$ cat src/rtl/dcr_pkg.sv
// Purpose: Constants for the device control register block.
// Assumes: One 40 MHz clock domain.
// Notes:   Field positions and reset values are named once here.
package dcr_pkg;
  localparam int unsigned DATA_W            = 16;
  localparam int unsigned PORT_N            = 20;
  localparam int unsigned PORT_W            = 5;
  localparam int unsigned ADDR_W            = 8;
  localparam int unsigned PRESET_W          = 12;
  localparam int unsigned TEMP_W            = 12;
  localparam int unsigned ADC_MODE_LSB      = 0;
  localparam int unsigned DAC_MODE_LSB      = 2;
  localparam int unsigned RATE_LSB          = 4;
  localparam int unsigned DAC_REF_BIT       = 6;
  localparam int unsigned THERM_SHDN_BIT    = 7;
  localparam int unsigned TEMP_EN_LSB       = 8;
  localparam int unsigned TEMP_PER_BIT      = 11;
  localparam int unsigned SERIES_RES_CANCEL_EN_BIT     = 12;
  localparam int unsigned LOW_POWER_BIT     = 13;
  localparam int unsigned BURST_BIT         = 14;
  localparam int unsigned SOFT_RESET_BIT    = 15;
  localparam logic [15:0] CTRL_RESET        = 16'h0000;
  localparam logic [11:0] PRESET_RESET      = 12'h000;
  // 145 C at 0.125 C per LSB, two's complement
  localparam logic [11:0] SHDN_LIMIT        = 12'h488;
  localparam int unsigned CLK_MHZ           = 40;
  localparam int unsigned PULSE_NS          = 100;
  localparam int unsigned PULSE_CYC         = (PULSE_NS * CLK_MHZ) / 1000;
  localparam int unsigned IMM_GAP_US        = 80;
  localparam int unsigned IMM_GAP_CYC       = IMM_GAP_US * CLK_MHZ;
  localparam int unsigned POR_CYC           = 16;
  typedef enum logic [1:0] {ADC_IDLE, ADC_SINGLE_SWEEP, ADC_SINGLE_CONV, ADC_CONT}
    dcr_adc_mode_e;
  typedef enum logic [1:0] {DAC_SEQ, DAC_IMMEDIATE, DAC_PRESET1, DAC_PRESET2}
    dcr_dac_mode_e;
endpackage : dcr_pkg

$ cat src/rtl/dcr_device_control.sv
// Purpose: Device control register and the sequencing logic it steers.
// Assumes: Serial interface decodes writes into ctrl_wr/preset_wr strobes.
// Notes:   Overview of operation follows.
// Overview of operation
// - ADC mode 00 starts no conversions
// - Mode 01 trigger runs one full sweep
// - Sweep runs lowest to highest ADC port
// - Mode 10 converts next port per trigger
// - Mode 11 sweeps forever, ignores trigger
// - DAC mode 00 refreshes ports sequentially
// - Mode 01 updates written port, continues onward
// - Modes 10/11 drive preset one/two
// - Bits 5:4 select conversion rate
// - Bit 6 selects DAC reference source
// - Hot internal reading resets whole device
// - Bits 10:8 enable three temperature monitors
// - Bit 11 selects extended temperature conversion
// - Bit 12 enables series resistance cancellation
// - Bit 13 low power, ports high-impedance
// - Clearing low power reruns power-on sequence
// - Burst step plus one when bit14 clear
// - Bit14 set steps to next configured port
// - Contextual steps only ADC reads, DAC writes
// - Writing bit 15 soft resets, self clears
// - Continuous sweep end pulses interrupt 100ns
// - Presets 12-bit, leave DAC data untouched
`timescale 1ns/1ps
module dcr_device_control
  import dcr_pkg::*;
#(
  parameter int unsigned IMM_GAP = dcr_pkg::IMM_GAP_CYC
) (
  input  wire logic                        clk,
  input  wire logic                        rst_b,
  input  wire logic                        ctrl_wr,
  input  wire logic [dcr_pkg::DATA_W-1:0]  ctrl_wdata,
  output logic      [dcr_pkg::DATA_W-1:0]  ctrl_rdata,
  input  wire logic                        preset1_wr,
  input  wire logic                        preset2_wr,
  input  wire logic [dcr_pkg::PRESET_W-1:0] preset_wdata,
  output logic      [dcr_pkg::PRESET_W-1:0] preset1_rdata,
  output logic      [dcr_pkg::PRESET_W-1:0] preset2_rdata,
  input  wire logic [dcr_pkg::PORT_N-1:0]  adc_port_map,
  input  wire logic [dcr_pkg::PORT_N-1:0]  dac_port_map,
  input  wire logic                        convert_trigger,
  input  wire logic                        adc_conv_done,
  output logic                             adc_start,
  output logic      [dcr_pkg::PORT_W-1:0]  adc_port,
  output logic      [1:0]                  adc_rate_select,
  output logic                             adc_sweep_done,
  output logic                             sweep_int_pulse,
  input  wire logic                        dac_data_wr,
  input  wire logic [dcr_pkg::PORT_W-1:0]  dac_data_port,
  input  wire logic                        dac_update_done,
  output logic                             dac_update_start,
  output logic      [dcr_pkg::PORT_W-1:0]  dac_port,
  output logic                             dac_use_preset,
  output logic      [dcr_pkg::PRESET_W-1:0] dac_preset_value,
  output logic                             dac_ref_select,
  output logic      [2:0]                  temp_monitor_enables,
  output logic                             temp_conv_time_select,
  output logic                             series_res_cancel_en,
  input  wire logic                        temp_int_valid,
  input  wire logic [dcr_pkg::TEMP_W-1:0]  temp_int_value,
  output logic                             low_power_en,
  output logic                             ports_hiz,
  output logic                             por_busy,
  output logic                             device_reset,
  input  wire logic                        burst_step,
  input  wire logic                        burst_is_read,
  input  wire logic                        burst_adc_data,
  input  wire logic                        burst_dac_data,
  input  wire logic [dcr_pkg::PORT_W-1:0]  burst_port,
  output logic      [dcr_pkg::PORT_W-1:0]  burst_next_port,
  output logic                             burst_next_valid
);
  import dcr_pkg::*;

  if (IMM_GAP < 1) begin : g_gap_chk
    $error("IMM_GAP must be at least one cycle");
  end
  if (PULSE_CYC > 7 || POR_CYC > 31) begin : g_cnt_chk
    $error("Pulse or power-on count too wide for its counter");
  end

  logic [DATA_W-1:0]   ctrl_q;
  logic [PRESET_W-1:0] preset1_q;
  logic [PRESET_W-1:0] preset2_q;
  logic                soft_rst_q;
  logic                therm_rst;
  logic                int_rst;
  logic [4:0]          por_cnt_q;
  logic                adc_busy_q;
  logic                adc_sweeping_q;
  logic [PORT_W-1:0]   adc_port_q;
  logic [PORT_W-1:0]   conv_ptr_q;
  logic                adc_start_q;
  logic [2:0]          pulse_cnt_q;
  logic                adc_done_q;
  logic [PORT_W-1:0]   dac_port_q;
  logic                dac_busy_q;
  logic                dac_start_q;
  logic                imm_pend_q;
  logic [PORT_W-1:0]   imm_port_q;
  logic [31:0]         gap_cnt_q;
  dcr_adc_mode_e       adc_mode;
  dcr_dac_mode_e       dac_mode;
  logic [PORT_W:0]     adc_first;
  logic [PORT_W:0]     adc_from_ptr;
  logic [PORT_W:0]     adc_after;
  logic [PORT_W:0]     dac_first;
  logic [PORT_W:0]     dac_after;
  logic [PORT_W-1:0]   adc_pick;
  logic [PORT_W-1:0]   dac_pick;

  // Next set port at or above a start index; top bit flags a hit
  function automatic logic [PORT_W:0] next_set(input logic [PORT_N-1:0] map,
                                               input logic [PORT_W-1:0] from);
    logic [PORT_W:0] r;
    r = {1'b0, PORT_W'(0)};
    for (int i = PORT_N - 1; i >= 0; i--) begin
      if (map[i] && (i >= int'(from))) r = {1'b1, PORT_W'(i)};
    end
    return r;
  endfunction : next_set

  assign adc_first    = next_set(adc_port_map, '0);
  assign adc_from_ptr = next_set(adc_port_map, conv_ptr_q);
  assign adc_after    = next_set(adc_port_map, adc_port_q + PORT_W'(1));
  assign dac_first    = next_set(dac_port_map, '0);
  assign dac_after    = next_set(dac_port_map, dac_port_q + PORT_W'(1));
  // No hit above the pointer wraps to the lowest configured port
  assign adc_pick = adc_from_ptr[PORT_W] ? adc_from_ptr[PORT_W-1:0] : adc_first[PORT_W-1:0];
  assign dac_pick = dac_after[PORT_W] ? dac_after[PORT_W-1:0] : dac_first[PORT_W-1:0];

  assign adc_mode = dcr_adc_mode_e'(ctrl_q[ADC_MODE_LSB +: 2]);
  assign dac_mode = dcr_dac_mode_e'(ctrl_q[DAC_MODE_LSB +: 2]);

  // Thermal trip behaves as a full device reset
  assign therm_rst = ctrl_q[THERM_SHDN_BIT] && ctrl_q[TEMP_EN_LSB] && temp_int_valid
                     && !temp_int_value[TEMP_W-1] && (temp_int_value > SHDN_LIMIT);
  assign int_rst   = soft_rst_q || therm_rst;
  assign device_reset = int_rst;

  // Soft reset is taken one cycle after the write so the write itself completes
  always_ff @(posedge clk) begin
    if (!rst_b) soft_rst_q <= 1'b0;
    else        soft_rst_q <= ctrl_wr && ctrl_wdata[SOFT_RESET_BIT] && !soft_rst_q;
  end

  always_ff @(posedge clk) begin
    if (!rst_b || int_rst) begin
      ctrl_q <= CTRL_RESET;
    end else if (ctrl_wr) begin
      ctrl_q <= ctrl_wdata & ~(16'h0001 << SOFT_RESET_BIT);
    end
  end

  always_ff @(posedge clk) begin
    if (!rst_b || int_rst) begin
      preset1_q <= PRESET_RESET;
      preset2_q <= PRESET_RESET;
    end else begin
      if (preset1_wr) preset1_q <= preset_wdata;
      if (preset2_wr) preset2_q <= preset_wdata;
    end
  end

  assign ctrl_rdata    = ctrl_q;
  assign preset1_rdata = preset1_q;
  assign preset2_rdata = preset2_q;

  assign adc_rate_select       = ctrl_q[RATE_LSB +: 2];
  assign dac_ref_select        = ctrl_q[DAC_REF_BIT];
  assign temp_monitor_enables  = ctrl_q[TEMP_EN_LSB +: 3];
  assign temp_conv_time_select = ctrl_q[TEMP_PER_BIT];
  assign series_res_cancel_en  = ctrl_q[SERIES_RES_CANCEL_EN_BIT];
  assign low_power_en          = ctrl_q[LOW_POWER_BIT];

  // Power-on sequence rerun on leaving low power; analog held off meanwhile
  always_ff @(posedge clk) begin
    if (!rst_b || int_rst) begin
      por_cnt_q <= 5'(POR_CYC);
    end else if (ctrl_wr && ctrl_q[LOW_POWER_BIT] && !ctrl_wdata[LOW_POWER_BIT]) begin
      por_cnt_q <= 5'(POR_CYC);
    end else if (por_cnt_q != 5'h00) begin
      por_cnt_q <= por_cnt_q - 5'h01;
    end
  end
  assign por_busy  = (por_cnt_q != 5'h00);
  assign ports_hiz = low_power_en || por_busy;

  // ADC sequencer
  always_ff @(posedge clk) begin
    if (!rst_b || int_rst) begin
      adc_busy_q     <= 1'b0;
      adc_sweeping_q <= 1'b0;
      adc_port_q     <= '0;
      conv_ptr_q     <= '0;
      adc_start_q    <= 1'b0;
      adc_done_q     <= 1'b0;
    end else begin
      adc_start_q <= 1'b0;
      adc_done_q  <= 1'b0;
      if (adc_mode == ADC_IDLE || ports_hiz || adc_port_map == '0) begin
        adc_busy_q     <= 1'b0;
        adc_sweeping_q <= 1'b0;
        conv_ptr_q     <= '0;
      end else if (!adc_busy_q) begin
        if ((adc_mode == ADC_SINGLE_SWEEP && convert_trigger) ||
            adc_mode == ADC_CONT) begin
          adc_port_q     <= adc_first[PORT_W-1:0];
          adc_busy_q     <= 1'b1;
          adc_sweeping_q <= 1'b1;
          adc_start_q    <= 1'b1;
        end else if (adc_mode == ADC_SINGLE_CONV && convert_trigger) begin
          adc_port_q     <= adc_pick;
          conv_ptr_q     <= adc_pick + PORT_W'(1);
          adc_busy_q     <= 1'b1;
          adc_sweeping_q <= 1'b0;
          adc_start_q    <= 1'b1;
        end
      end else if (adc_conv_done) begin
        if (adc_sweeping_q && adc_port_q != PORT_W'(PORT_N - 1) &&
            adc_after[PORT_W]) begin
          adc_port_q  <= adc_after[PORT_W-1:0];
          adc_start_q <= 1'b1;
        end else begin
          adc_busy_q <= 1'b0;
          adc_done_q <= adc_sweeping_q;
        end
      end
    end
  end
  assign adc_start      = adc_start_q;
  assign adc_port       = adc_port_q;
  assign adc_sweep_done = adc_done_q;

  // Active-high request for the interrupt pin to pull low for 100 ns
  always_ff @(posedge clk) begin
    if (!rst_b || int_rst) pulse_cnt_q <= '0;
    else if (adc_done_q && adc_mode == ADC_CONT) pulse_cnt_q <= 3'(PULSE_CYC);
    else if (pulse_cnt_q != 3'h0) pulse_cnt_q <= pulse_cnt_q - 3'h1;
  end
  assign sweep_int_pulse = (pulse_cnt_q != 3'h0);

  // DAC update sequencer; an immediate request preempts the round robin
  always_ff @(posedge clk) begin
    if (!rst_b || int_rst) begin
      dac_port_q  <= '0;
      dac_busy_q  <= 1'b0;
      dac_start_q <= 1'b0;
      imm_pend_q  <= 1'b0;
      imm_port_q  <= '0;
      gap_cnt_q   <= '0;
    end else begin
      dac_start_q <= 1'b0;
      if (gap_cnt_q != 32'h0) gap_cnt_q <= gap_cnt_q - 32'h1;
      if (dac_mode != DAC_IMMEDIATE) imm_pend_q <= 1'b0;
      if (ports_hiz || dac_port_map == '0) begin
        dac_busy_q <= 1'b0;
      end else if (!dac_busy_q) begin
        // An early request waits out the gap while the round robin keeps going
        if (imm_pend_q && dac_mode == DAC_IMMEDIATE && gap_cnt_q == 32'h0) begin
          dac_port_q  <= imm_port_q;
          imm_pend_q  <= 1'b0;
          gap_cnt_q   <= IMM_GAP;
        end else begin
          dac_port_q  <= dac_pick;
        end
        dac_busy_q  <= 1'b1;
        dac_start_q <= 1'b1;
      end else if (dac_update_done) begin
        dac_busy_q <= 1'b0;
      end
      // Last, so a request landing as the pending one is taken is not lost
      if (dac_data_wr && dac_mode == DAC_IMMEDIATE && dac_port_map[dac_data_port]) begin
        imm_pend_q <= 1'b1;
        imm_port_q <= dac_data_port;
      end
    end
  end
  assign dac_update_start = dac_start_q;
  assign dac_port         = dac_port_q;
  assign dac_use_preset   = (dac_mode == DAC_PRESET1) || (dac_mode == DAC_PRESET2);
  assign dac_preset_value = (dac_mode == DAC_PRESET2) ? preset2_q : preset1_q;

  // Burst address stepping
  always_comb begin
    logic ctx;
    logic [PORT_W:0] nx;
    ctx = ctrl_q[BURST_BIT] &&
          ((burst_is_read && burst_adc_data) || (!burst_is_read && burst_dac_data));
    nx  = next_set(burst_is_read ? adc_port_map : dac_port_map, burst_port + PORT_W'(1));
    burst_next_port  = burst_port + PORT_W'(1);
    burst_next_valid = burst_step;
    if (ctx && burst_port != PORT_W'(PORT_N - 1)) begin
      burst_next_port  = nx[PORT_W-1:0];
      burst_next_valid = burst_step && nx[PORT_W];
    end else if (ctx) begin
      burst_next_valid = 1'b0;
    end
  end
endmodule : dcr_device_control

$ cat config.mk
export PLATFORM = sky130hd
export DESIGN_NAME = dcr_device_control
export DESIGN_NICKNAME = d
export VERILOG_FILES = /design/src/rtl/dcr_pkg.sv /design/src/rtl/dcr_device_control.sv
export SDC_FILE = /design/constraint.sdc
export NUM_CORES = 1
export LEC_CHECK = 0
export BUFFER_PORTS_ARGS = -buffer_cell sky130_fd_sc_hd__buf_2
export CORE_MARGIN = 5
export CORE_UTILIZATION = 50
export CTS_CLUSTER_DIAMETER = 40
export DETAILED_ROUTE_END_ITERATION = 7
export MAX_ROUTING_LAYER = met4
export PLACE_DENSITY = 0.84
export SETUP_SLACK_MARGIN = 0.02
export SKIP_LAST_GASP = 1
export SYNTH_ARGS = -nofsm -noshare
export SYNTH_HDL_FRONTEND = slang
export SYNTH_SLANG_ARGS = --single-unit
$ cat constraint.sdc
create_clock -name clk -period 3.8 [get_ports clk]
set_clock_uncertainty 0.1 [all_clocks]
set_input_delay 0.19 -clock clk [delete_from_list [all_inputs] [get_ports clk]]
set_output_delay 0.19 -clock clk [all_outputs]
set_load 0.01 [all_outputs]
# --- Word-level counts from Yosys, hierarchy flattened ---
# Cells that the tools add are included.
# W data, S select, Z words.
totals:
  reg_bits: 107
classes:
  add_sub_neg: 7
  mux: 158
  bitwise_logic: 6
  order_cmp: 82
  eq_ne: 11
  reduce_logical: 135
op_table:
  columns: ["op", "count"]
  rows:
  - ["$mux W6", 80]
  - ["$mux W5", 49]
  - ["$ge A4 B5 Y1 const A", 32]
  - ["$mux W32", 4]
  - ["$logic_and A1 B1 Y1", 102]
  - ["$ge A3 B5 Y1 const A", 16]
  - ["$ge A5 B5 Y1 const A", 16]
  - ["$ge A1 B5 Y1 const A", 8]
  - ["$ge A2 B5 Y1 const A", 8]
  - ["$logic_not A20 Y1", 2]
  - ["$logic_not A32 Y1", 1]
  - ["$reduce_bool A32 Y1", 1]
  - ["$sub A32 B1 Y32 const B", 1]
  - ["$add A5 B1 Y5 const B", 4]
  - ["$mux W1", 20]
  - ["$mux W20", 1]
  - ["$gt A12 B11 Y1 const B", 1]
  - ["$mux W12", 1]
  - ["$ne A5 B5 Y1 const B", 2]
  - ["$logic_or A1 B1 Y1", 9]
  - ["$eq A2 B2 Y1 const B", 4]
  - ["$reduce_or A2 Y1", 4]
  - ["$lt A5 B6 Y1 const B", 1]
  - ["$mux W3", 2]
  - ["16 further kinds", 30]

# --- Logic depth before layout (Yosys ltp) ---
# Gate-level depths: netlist of the first run.
depth:
  word_depth: 27
  depth_mapped: 13
  mapped_depth_nobuf: 11

# --- Worst setup path after synthesis of the first run ---
# OpenSTA, ideal clock, no wires.
synth_timing:
  path_kind: "reg-to-reg"
  start: "register dac_port_q[0] (netlist: dac_port[0])"
  end: "register dac_port_q[2] (netlist: dac_port[2])"
  t_required_ns: 3.630
  path_stages_with_launch: 13
  setup_ns: 0.070
  path_slack_ns: 0.504
  arrival_ns: 3.126
  cell_sequence: "dfxtp_1 -> buf_2 -> inv_1 -> ha_1 -> or3_1 -> buf_2 -> o21ai_2 -> a41oi_1 -> nor4_2 -> or4b_4 -> a211o_1 -> nand3_1 -> o2bb2ai_1"
synth_between:
  elab_chain_len: 25
  word_cells_on_any_way: 63
  cone_classes: "1 x add/sub; 20 x order compare; 22 x mux; 20 x reduce/logical"
synth_lines:
  columns: ["element", "line_no", "rtl"]
  rows:
  - ["start: declaration", "dcr_device_control.sv:100", "logic [PORT_W-1:0] dac_port_q;"]
  - ["start signal: assignment", "dcr_device_control.sv:265", "dac_port_q <= imm_port_q;"]
  - ["start signal: assignment", "dcr_device_control.sv:269", "dac_port_q <= dac_pick;"]
  - ["$add A5 B1 Y5 *", "dcr_device_control.sv:131", "assign dac_after = next_set(dac_port_map, dac_port_q + PORT_W'(1));"]
  - ["$ge A5 B5 Y1", "dcr_device_control.sv:122", "if (map[i] && (i >= int'(from))) r = {1'b1, PORT_W'(i)};"]
  - ["$logic_and A1 B1 Y1", "dcr_device_control.sv:122", null]
  - ["$mux W6 (19 in a row)", "dcr_device_control.sv:122", null]
  - ["$mux W6 *", "dcr_device_control.sv:122", null]
  - ["$mux W5 *", "dcr_device_control.sv:134", "assign dac_pick = dac_after[PORT_W] ? dac_after[PORT_W-1:0] : dac_first[PORT_W-1:0];"]
  - ["$mux W5 *", "dcr_device_control.sv:264", "if (imm_pend_q && dac_mode == DAC_IMMEDIATE && gap_cnt_q == 32'h0) begin"]
# Mark *: on every way between the ends. The rest lies on a longest branch, timed or not.
# A chain may end at the register's enable or synchronous reset.

# --- Worst setup path in the final report of the first run ---
layout_timing:
  start: "register dac_port_q[1] (netlist: dac_port[1])"
  end: "register dac_port_q[2] (netlist: dac_port[2])"
# Same word-level chain as after synthesis.

==> out/metrics.cfg, run 1 <==
[status]
outcome = finished, final reports clean

[grt]
gr-total-overflow = 0
first_global_vias = 8759
grt_pass1_wl_um = 44300
antenna_found_initial = 0
track_usage = 0.274
grt_max_degree = 65

[drt]
via_count = 9402
drt_iter0_markers = 746
drt.antenna.violating_nets = 0
drc = 0
dr.pass1.iters = 6
wire_per_inst_um = 18.4
wirelength_um = 28000
vias_per_cell = 6.17

[cells_and_area]
area_growth_pct = 17.5
nets = 1416
mostFrequentLayoutCells = 187 x buf_2, 172 x nor2_1, 107 x dfxtp_1, 63 x mux2i_1, 61 x a21oi_1
antenna-diode-count = 0
design_area_sq_um = 10100
final_common_cell = buf_2
final_util = 0.592
drive_above_1_share = 0.202

[clocking]
numCtsBuffers = 9
cts-hold-fix-buffers = 25
cts.clk_slew.worst_paths_ns = 0.08
cts-htree-levels = 3
cts_setup_buffers = 0
clock-sinks = 107
cts_tree = done
clock_latency_ns = 0.35
cts_root_buffer = clkbuf_16
post_cts_resized = 0
clockBufferDepth = 2

[synthesis]
synth-simple-area-share = 0.259
synth_enable_flop_cells = 0
synth-seq-cells = 107
synthArstFlopShare = 0
syn_area_sq_um = 8620
syn_avg_cell_area_sq_um = 7.61
syn_nets = 1254
ys.warnings.count = 0
synth_top_family_by_area = simple AND/OR/NAND/NOR gates
synth-adder-area-share = 0.0247
synth-compound-area-share = 0.250
syn_inst = 1133
synthMuxAreaShare = 0.104
yosys.area_share.xor_xnor = 0.0508
ys_seq_area_frac = 0.248
synth_flop_cell = dfxtp_1
ys_types = 81

[floorplanning]
die_width_um = 141
die_area_sq_um = 20000
die_h_um = 141
num_rows = 48
io-pin-count = 189
coreArea_sq_um = 17100
initial_core_util = 0.504

[sta]
tightest_slew_ns = 0.743
fmax_mhz = 280
hold_violations = 0
rsz0062_at_grt = false
timing.setup.tns_ns = 0
layout_worst_path_cycle_share = 0.939
report.final.slew_viol_count = 0
slew_headroom = 0.504
fin_ws_ns = 0.231
period_needed_ns = 3.57
setup_viol = 0

[placed_design]
hpwl_um = 20600
pre_cts_slack_ns = 0.330
portBuffers = 187
routabilityCongestion = 0.999
placed_area_sq_um = 9590

[worst_setup_path]
reg2regPathDepth = 9
endpoint_kind = flip-flop
critPathMaxFanout = 14
r2r-end = dac_port[2]
worstSetupPathType = reg2reg
startpoint_type = flip-flop
crit_end = dac_port[2]
r2r-start = dac_port[1]
reg2reg_slack_ns = 0.23
critPathLaunch = dac_port[1]
cp.required_ns = 3.97
crit_arrival_ns = 3.74

[pwr]
leakage_nw = 4.38
power_frac_comb = 0.436
power.total_mw = 4.21
p_int_mw = 2.51
netSwitchingPower_mw = 1.70
sw_frac_of_total = 0.404
power_density_nw_per_um2 = 416
vdd_ir_drop_max_mv = 0.306
clockPowerShare = 0.212
seqPwrFrac = 0.352

[worst_hold_path]
worstHoldPathType = in2reg

[job]
drv_cap = 0

==> registers in the layout (all words and copies together) (netlist names), 3 cells and up <==
signal         cells
adc_port           5
conv_ptr_q         5
ctrl_rdata        15
dac_port           5
gap_cnt_q         32
imm_port_q         5
por_cnt_q          5
preset1_rdata     12
preset2_rdata     12
pulse_cnt_q        3
==> metrics by stage <==
step | hold WS, ns | std cells
2_1_floorplan | 0.194 | 1133
3_3_place_gp | 0.304 | 1484
3_5_place_dp | 0.321 | 1484
4_1_cts | 0.00376 | 1524
5_1_grt | 0.0125 | 1524
6_report | 0.0162 | 1524
==> synth_stat cells (17+ instances only) <==
cell,number,share of area
xor2_1,22,0.022
mux2i_1,63,0.073
o211ai_1,17,0.015
a211oi_1,36,0.031
o21ai_0,46,0.027
nand2b_1,17,0.012
nand3_1,35,0.020
clkbuf_1,45,0.020
nor2_1,172,0.075
inv_1,46,0.020
nand2_1,60,0.026
a21oi_1,61,0.035
dfxtp_1,107,0.25
nor3_1,38,0.022
xnor2_1,28,0.028
ha_1,17,0.025
==> routing by layer <==
| layer | part of all wire | global-route usage |
|---|---|---|
| met1 | 0.43 | 0.356 |
| met2 | 0.47 | 0.441 |
| met3 | 0.079 | 0.0408 |
| met4 | 0.027 | 0.0857 |
| met5 | 0 | - |
==> critical path: stages, from the launching register on <==
cell	delay (ns)
dfxtp_1	0.61
ha_1	0.45
or3_1	0.55
o21ai_2	0.25
a41oi_1	0.20
nor4_2	0.34
or4b_4	0.54
a211o_1	0.28
nand3_1	0.08
o2bb2ai_1	0.11
==> worst min-delay path by stage <==
| stage | startpoint | to | slack [ns] | depth (start not counted) |
|---|---|---|---|---|
| floorplan | dac_update_done | dac_busy_q | 0.19 | 1 |
| global placement | dac_update_done | dac_busy_q | 0.30 | 2 |
| detailed placement | dac_update_done | dac_busy_q | 0.32 | 2 |
| CTS | preset_wdata[4] | preset2_rdata[4] | 0.004 | 3 |
| global route | preset_wdata[4] | preset2_rdata[4] | 0.01 | 3 |
| finish | preset_wdata[4] | preset2_rdata[4] | 0.02 | 3 |
==> power by group through the flow <==
stage / sequential, mW / clock, mW / combinational [mW]
global route: 1.51 / 0.949 / 2.05
floorplan: 1.47 / 0 / 1.36
finish: 1.48 / 0.890 / 1.84
global placement: 1.49 / 0 / 1.75
CTS: 1.48 / 0.910 / 1.82
detailed placement: 1.50 / 0 / 1.78
==> cells by family after synthesis <==
logic type | after synthesis
AO/OA/AOI/OAI | 309
XOR/XNOR | 50
adder cells (fa/ha/maj) | 17
buffers and inverters | 122
flip-flops | 107
multiplexers | 82
other | 1
AND/OR/NAND/NOR | 445
==> cell type report <==
| class | instances | area [sq um] |
|---|---|---|
| well taps | 225 | 282 |
| multi-input cells | 904 | 5950 |
| clock buffers | 9 | 225 |
| flip-flops and latches | 107 | 2140 |
| repair buffers | 227 | 1300 |
| clock inverters | 6 | 61.3 |
| fillers | 1539 | 6990 |
| inverters | 46 | 173 |
(Power assumes the default switching activity.)
==> inputs of run 2 (changes only) <==
BUFFER_PORTS_ARGS = -buffer_cell sky130_fd_sc_hd__buf_4   (was -buffer_cell sky130_fd_sc_hd__buf_2)
CAP_MARGIN = 40   (was unset)
==> out/metrics.cfg, run 2 (same netlist as run 1, synthesis figures left out) <==
[status]
outcome = finished, final reports clean

[floorplanning]
io-pin-count = 189  ; unchanged
die_width_um = 141  ; unchanged
coreArea_sq_um = 17100  ; unchanged
die_area_sq_um = 20000  ; unchanged
num_rows = 48  ; unchanged
initial_core_util = 0.504  ; unchanged
die_h_um = 141  ; unchanged

[worst_setup_path]
cp.required_ns = 3.96  ; about the same
startpoint_type = flip-flop
crit_slowest_cell = dfxtp_1
crit_end = adc_port[0]
reg2reg_slack_ns = 0.42  ; +0.19 ns
r2r-end = adc_port[0]
endpoint_kind = flip-flop
reg2regPathDepth = 9  ; unchanged
max_stage_delay_ns = 0.58  ; -0.03 ns
critPathMaxFanout = 15  ; +1
crit_chain = ha_1, nand3_1, xor2_1, a21oi_1, nor2_1, nor3_1, a41oi_2, a21boi_1, a211oi_1
crit_arrival_ns = 3.54  ; -0.20 ns
r2r-start = adc_port[1]
critPathLaunch = adc_port[1]
worstSetupPathType = reg2reg

[clocking]
post_cts_resized = 0  ; unchanged
clock_latency_ns = 0.35  ; about the same
numCtsBuffers = 9  ; unchanged
cts_setup_buffers = 0  ; unchanged
cts_tree = done
clock-sinks = 107  ; unchanged
cts-htree-levels = 3  ; unchanged
cts_root_buffer = clkbuf_16
cts.clk_slew.worst_paths_ns = 0.07  ; about the same
clockBufferDepth = 2  ; unchanged

[drt]
vias_per_cell = 6.18  ; +0.21%
wirelength_um = 28500  ; +1.9%
drt.antenna.violating_nets = 0  ; unchanged
via_count = 9465  ; +0.67%
dr.pass1.iters = 5  ; -1
drc = 0  ; unchanged
drt_iter0_markers = 817  ; +9.5%
wire_per_inst_um = 18.6  ; +1.4%

[worst_hold_path]
worstHoldPathType = in2reg

[placed_design]
routabilityCongestion = 0.982  ; -1.8%
pre_cts_slack_ns = 0.513  ; +0.184 ns
portBuffers = 187  ; unchanged
hpwl_um = 20900  ; +1.6%
placed_area_sq_um = 10100  ; +5.2%

[grt]
grt_pass1_wl_um = 45300  ; +2.1%
track_usage = 0.279  ; +0.00501
grt_max_degree = 65  ; unchanged
first_global_vias = 9012  ; +2.9%
antenna_found_initial = 0  ; unchanged
gr-total-overflow = 0  ; unchanged

[cells_and_area]
mostFrequentLayoutCells = 206 x buf_4, 172 x nor2_1, 107 x dfxtp_1, 63 x mux2i_1, 61 x a21oi_1
largest_reg_flops = 32  ; unchanged
final_common_cell = buf_4
drive_above_1_share = 0.202  ; +0.000450
final_util = 0.621  ; +0.0289
antenna-diode-count = 0  ; unchanged
area_growth_pct = 23.2
design_area_sq_um = 10600  ; +4.9%
regMostFlops = gap_cnt_q
nets = 1422  ; +0.42%

[sta]
tightest_slew_ns = 0.752  ; +0.00894 ns
rsz0062_at_grt = false
report.final.slew_viol_count = 0  ; unchanged
hold_violations = 0  ; unchanged
layout_worst_path_cycle_share = 0.889  ; -0.0502
fin_ws_ns = 0.422  ; +0.191 ns
period_needed_ns = 3.38  ; -0.191 ns
fmax_mhz = 296  ; +5.6%
timing.setup.tns_ns = 0  ; unchanged
setup_viol = 0  ; unchanged
slew_headroom = 0.492  ; -0.0116

[pwr]
clockPowerShare = 0.199  ; -0.013
power.total_mw = 4.24  ; +0.79%
p_int_mw = 2.57  ; +2.5%
vdd_ir_drop_max_mv = 0.325  ; +6.1%
sw_frac_of_total = 0.393  ; -0.0104
power_frac_comb = 0.454  ; +0.018
seqPwrFrac = 0.347  ; -0.005
netSwitchingPower_mw = 1.67  ; -1.8%
leakage_nw = 4.50  ; +2.7%
power_density_nw_per_um2 = 399  ; -3.9%

[job]
drv_cap = 0  ; unchanged

## run 2: stage by stage
step	hold WS, ns	std cells
after global placement	0.292	1488
after global routing	0.0195	1531
after CTS	0.00120	1530
after detailed placement	0.308	1488
final	0.00337	1531
after floorplan	0.194	1133
## run 2: what timing repair did
action,4_1_cts,5_1_grt
hold buffers,26,1
endpoints found under the hold margin,31,1
endpoints found under the setup margin,0,0
## run 2: cell type report
| type | count | area, sq um |
|---|---|---|
| fillers | 1525 | 6490 |
| multi-input cells | 904 | 5950 |
| well taps | 225 | 282 |
| repair buffers | 233 | 1820 |
| clock buffers | 12 | 236 |
| flip-flops and latches | 107 | 2140 |
| clock inverters | 4 | 27.5 |
| inverters | 46 | 173 |
## run 2: per-layer routing
| metal | track usage | part of all wire |
|---|---|---|
| met4 | 0.118 | 0.036 |
| met3 | 0.0384 | 0.082 |
| met2 | 0.438 | 0.47 |
| met5 | - | 0 |
| met1 | 0.362 | 0.42 |
## run 2: worst min path at each step
stage	startpoint	endpoint	slack, ns	cells after the start
2_1_floorplan	dac_update_done	dac_busy_q	0.19	1
3_3_place_gp	dac_update_done	dac_busy_q	0.29	2
3_5_place_dp	dac_update_done	dac_busy_q	0.31	2
4_1_cts	ctrl_wdata[14]	ctrl_rdata[14]	0.001	3
5_1_grt	preset_wdata[3]	preset2_rdata[3]	0.02	3
6_report	preset_wdata[3]	preset2_rdata[3]	0.003	3
## run 2: critical path, delay by kind of cell (launching register included)
kind	cells	cell delay (ns)
flip-flops	1	0.58
AND/OR/NAND/NOR	3	0.76
XOR/XNOR	1	0.26
adder cells (fa/ha/maj)	1	0.53
AO/OA/AOI/OAI	4	1.05
## run 2: power by group through the flow
stage	Combinational, mW	Sequential [mW]	Clock [mW]
after floorplan	1.36	1.47	0
after global placement	1.83	1.48	0
after detailed placement	1.87	1.49	0
after CTS	1.91	1.47	0.860
after global routing	2.14	1.50	0.920
final	1.93	1.47	0.843
==> inputs of run 3 (changes only) <==
PLACE_DENSITY = unset   (was 0.84)
PLACE_DENSITY_LB_ADDON = 0.3   (was unset)
==> out/metrics.cfg, run 3 (same netlist as run 1, synthesis figures left out) <==
[cells_and_area]
regMostFlops = gap_cnt_q
n_fill_cell = 1516  ; -0.59%
final_common_cell = buf_4
antenna-diode-count = 0  ; unchanged
area_growth_pct = 23.9
mostFrequentLayoutCells = 209 x buf_4, 172 x nor2_1, 107 x dfxtp_1, 63 x mux2i_1, 61 x a21oi_1
drive_above_1_share = 0.206  ; +0.00412
largest_reg_flops = 32  ; unchanged
seqCellArea_sq_um = 2140  ; unchanged
multiInputGateArea_sq_um = 5950  ; unchanged
final_cells = 1534  ; +0.20%
nets = 1425  ; +0.21%

[floorplanning]
coreArea_sq_um = 17100  ; unchanged
io-pin-count = 189  ; unchanged
die_h_um = 141  ; unchanged
initial_core_util = 0.504  ; unchanged
die_area_sq_um = 20000  ; unchanged
die_width_um = 141  ; unchanged
num_rows = 48  ; unchanged

[clocking]
cts_setup_buffers = 0  ; unchanged
post_cts_resized = 0  ; unchanged
clock-sinks = 107  ; unchanged
cts-htree-levels = 3  ; unchanged
clockBufferDepth = 2  ; unchanged
cts_root_buffer = clkbuf_16
cts_tree = done
numCtsBuffers = 9  ; unchanged
clock_latency_ns = 0.35  ; about the same
cts.clk_slew.worst_paths_ns = 0.07  ; about the same

[worst_setup_path]
critPathMaxFanout = 11  ; -4
cp.required_ns = 3.96  ; about the same
endpoint_kind = flip-flop
worstSetupPathType = reg2reg
crit_arrival_ns = 3.71  ; +0.17 ns
startpoint_type = flip-flop

[sta]
fin_ws_ns = 0.251  ; -0.171 ns
layout_worst_path_cycle_share = 0.934  ; +0.0450
tightest_slew_ns = 0.736  ; -0.0163 ns
setup_viol = 0  ; unchanged
report.final.slew_viol_count = 0  ; unchanged
period_needed_ns = 3.55  ; +0.171 ns
fmax_mhz = 282  ; -4.8%
rsz0062_at_grt = false
slew_headroom = 0.503  ; +0.0110
hold_violations = 0  ; unchanged
timing.setup.tns_ns = 0  ; unchanged

[drt]
wirelength_um = 28800  ; +1.1%
drt.antenna.violating_nets = 0  ; unchanged
vias_per_cell = 6.09  ; -1.4%
via_count = 9347  ; -1.2%
wire_per_inst_um = 18.8  ; +0.92%
dr.pass1.iters = 6  ; +1
drt_iter0_markers = 742  ; -9.2%
drc = 0  ; unchanged

[worst_hold_path]
worstHoldPathType = in2reg

[pwr]
power_density_nw_per_um2 = 407  ; +1.9%
vdd_ir_drop_max_mv = 0.291  ; -11%
leakage_nw = 4.54  ; +0.94%

[placed_design]
hpwl_um = 21900  ; +4.5%
portBuffers = 187  ; unchanged
pre_cts_slack_ns = 0.304  ; -0.209 ns
dp.cells = 1491  ; +0.20%
routabilityCongestion = 0.995  ; +1.3%

[grt]
antenna_found_initial = 0  ; unchanged
grt_pass1_wl_um = 45900  ; +1.5%
track_usage = 0.288  ; +0.00913
grt_max_degree = 65  ; unchanged
first_global_vias = 8928  ; -0.93%
gr-total-overflow = 0  ; unchanged

[job]
drv_cap = 0  ; unchanged

[status]
outcome = finished, final reports clean

==> run 3: changes by cell type in the layout (fill, tap and decap cells not counted), sizes merged <==
cell	change
buf	+3
clkbuf	-3
clkinv	+2
inv	+4
clkinvlp	-3
==> run 3: routing by layer <==
layer / share of wire / global-route usage / vias to the layer above
li1: - / - / 4505
met1: 0.43 / 0.367 / 4328
met2: 0.46 / 0.462 / 445
met3: 0.082 / 0.0512 / 69
met4: 0.029 / 0.102 / 0
met5: 0 / - / -
==> run 3: final timing paths <==
| path | from | to | slack, ns | cells after the start |
|---|---|---|---|---|
| min reg2reg | gap_cnt_q[19] | gap_cnt_q[19] | 0.36 | 2 |
| max reg2reg | adc_port[0] | adc_port[0] | 0.25 | 9 |
| min | adc_conv_done | adc_sweep_done | 0.02 | 3 |
| max | adc_port[0] | adc_port[0] | 0.25 | 9 |
==> run 3: layout make-up <==
cell class	instances	share of cell area
clock buffers	9	0.0211
clock inverters	7	0.00738
inverters	46	0.0162
multi-input cells	904	0.556
flip-flops and latches	107	0.200
well taps	225	0.0263
repair buffers	236	0.172
==> run 3: report_power, final <==
group          switching, mW  internal (mW)  leakage (nW)
clock network          0.471          0.471         0.148
registers              0.174           1.30         0.874
logic                   1.10          0.832          3.52
total                   1.74           2.61          4.54
==> run 3: stage by stage <==
stage	instance area, sq um	power (mW)	utilization	hold slack, ns
CTS	10700	4.35	0.624	0.00135
global placement	10100	3.35	0.591	0.308
finish	10700	4.35	0.624	0.0193
global route	10700	4.68	0.624	0.0206
detailed placement	10100	3.38	0.591	0.308
floorplan	8620	2.82	-	0.194
==> run 3: timing repair <==
item / 4_1_cts / 5_1_grt
endpoints found under the setup margin: 0 / 0
endpoints found under the hold margin: 36 / 0
hold buffers: 27 / 0
==> run 3: worst max-delay path: stages, from the launching register on <==
cell,delay (ns)
dfxtp_1,0.54
inv_1,0.13
ha_1,0.42
or3_1,0.42
o311a_1,0.35
o41ai_1,0.41
and3_1,0.31
a41oi_2,0.27
a21boi_1,0.23
a211oi_1,0.27
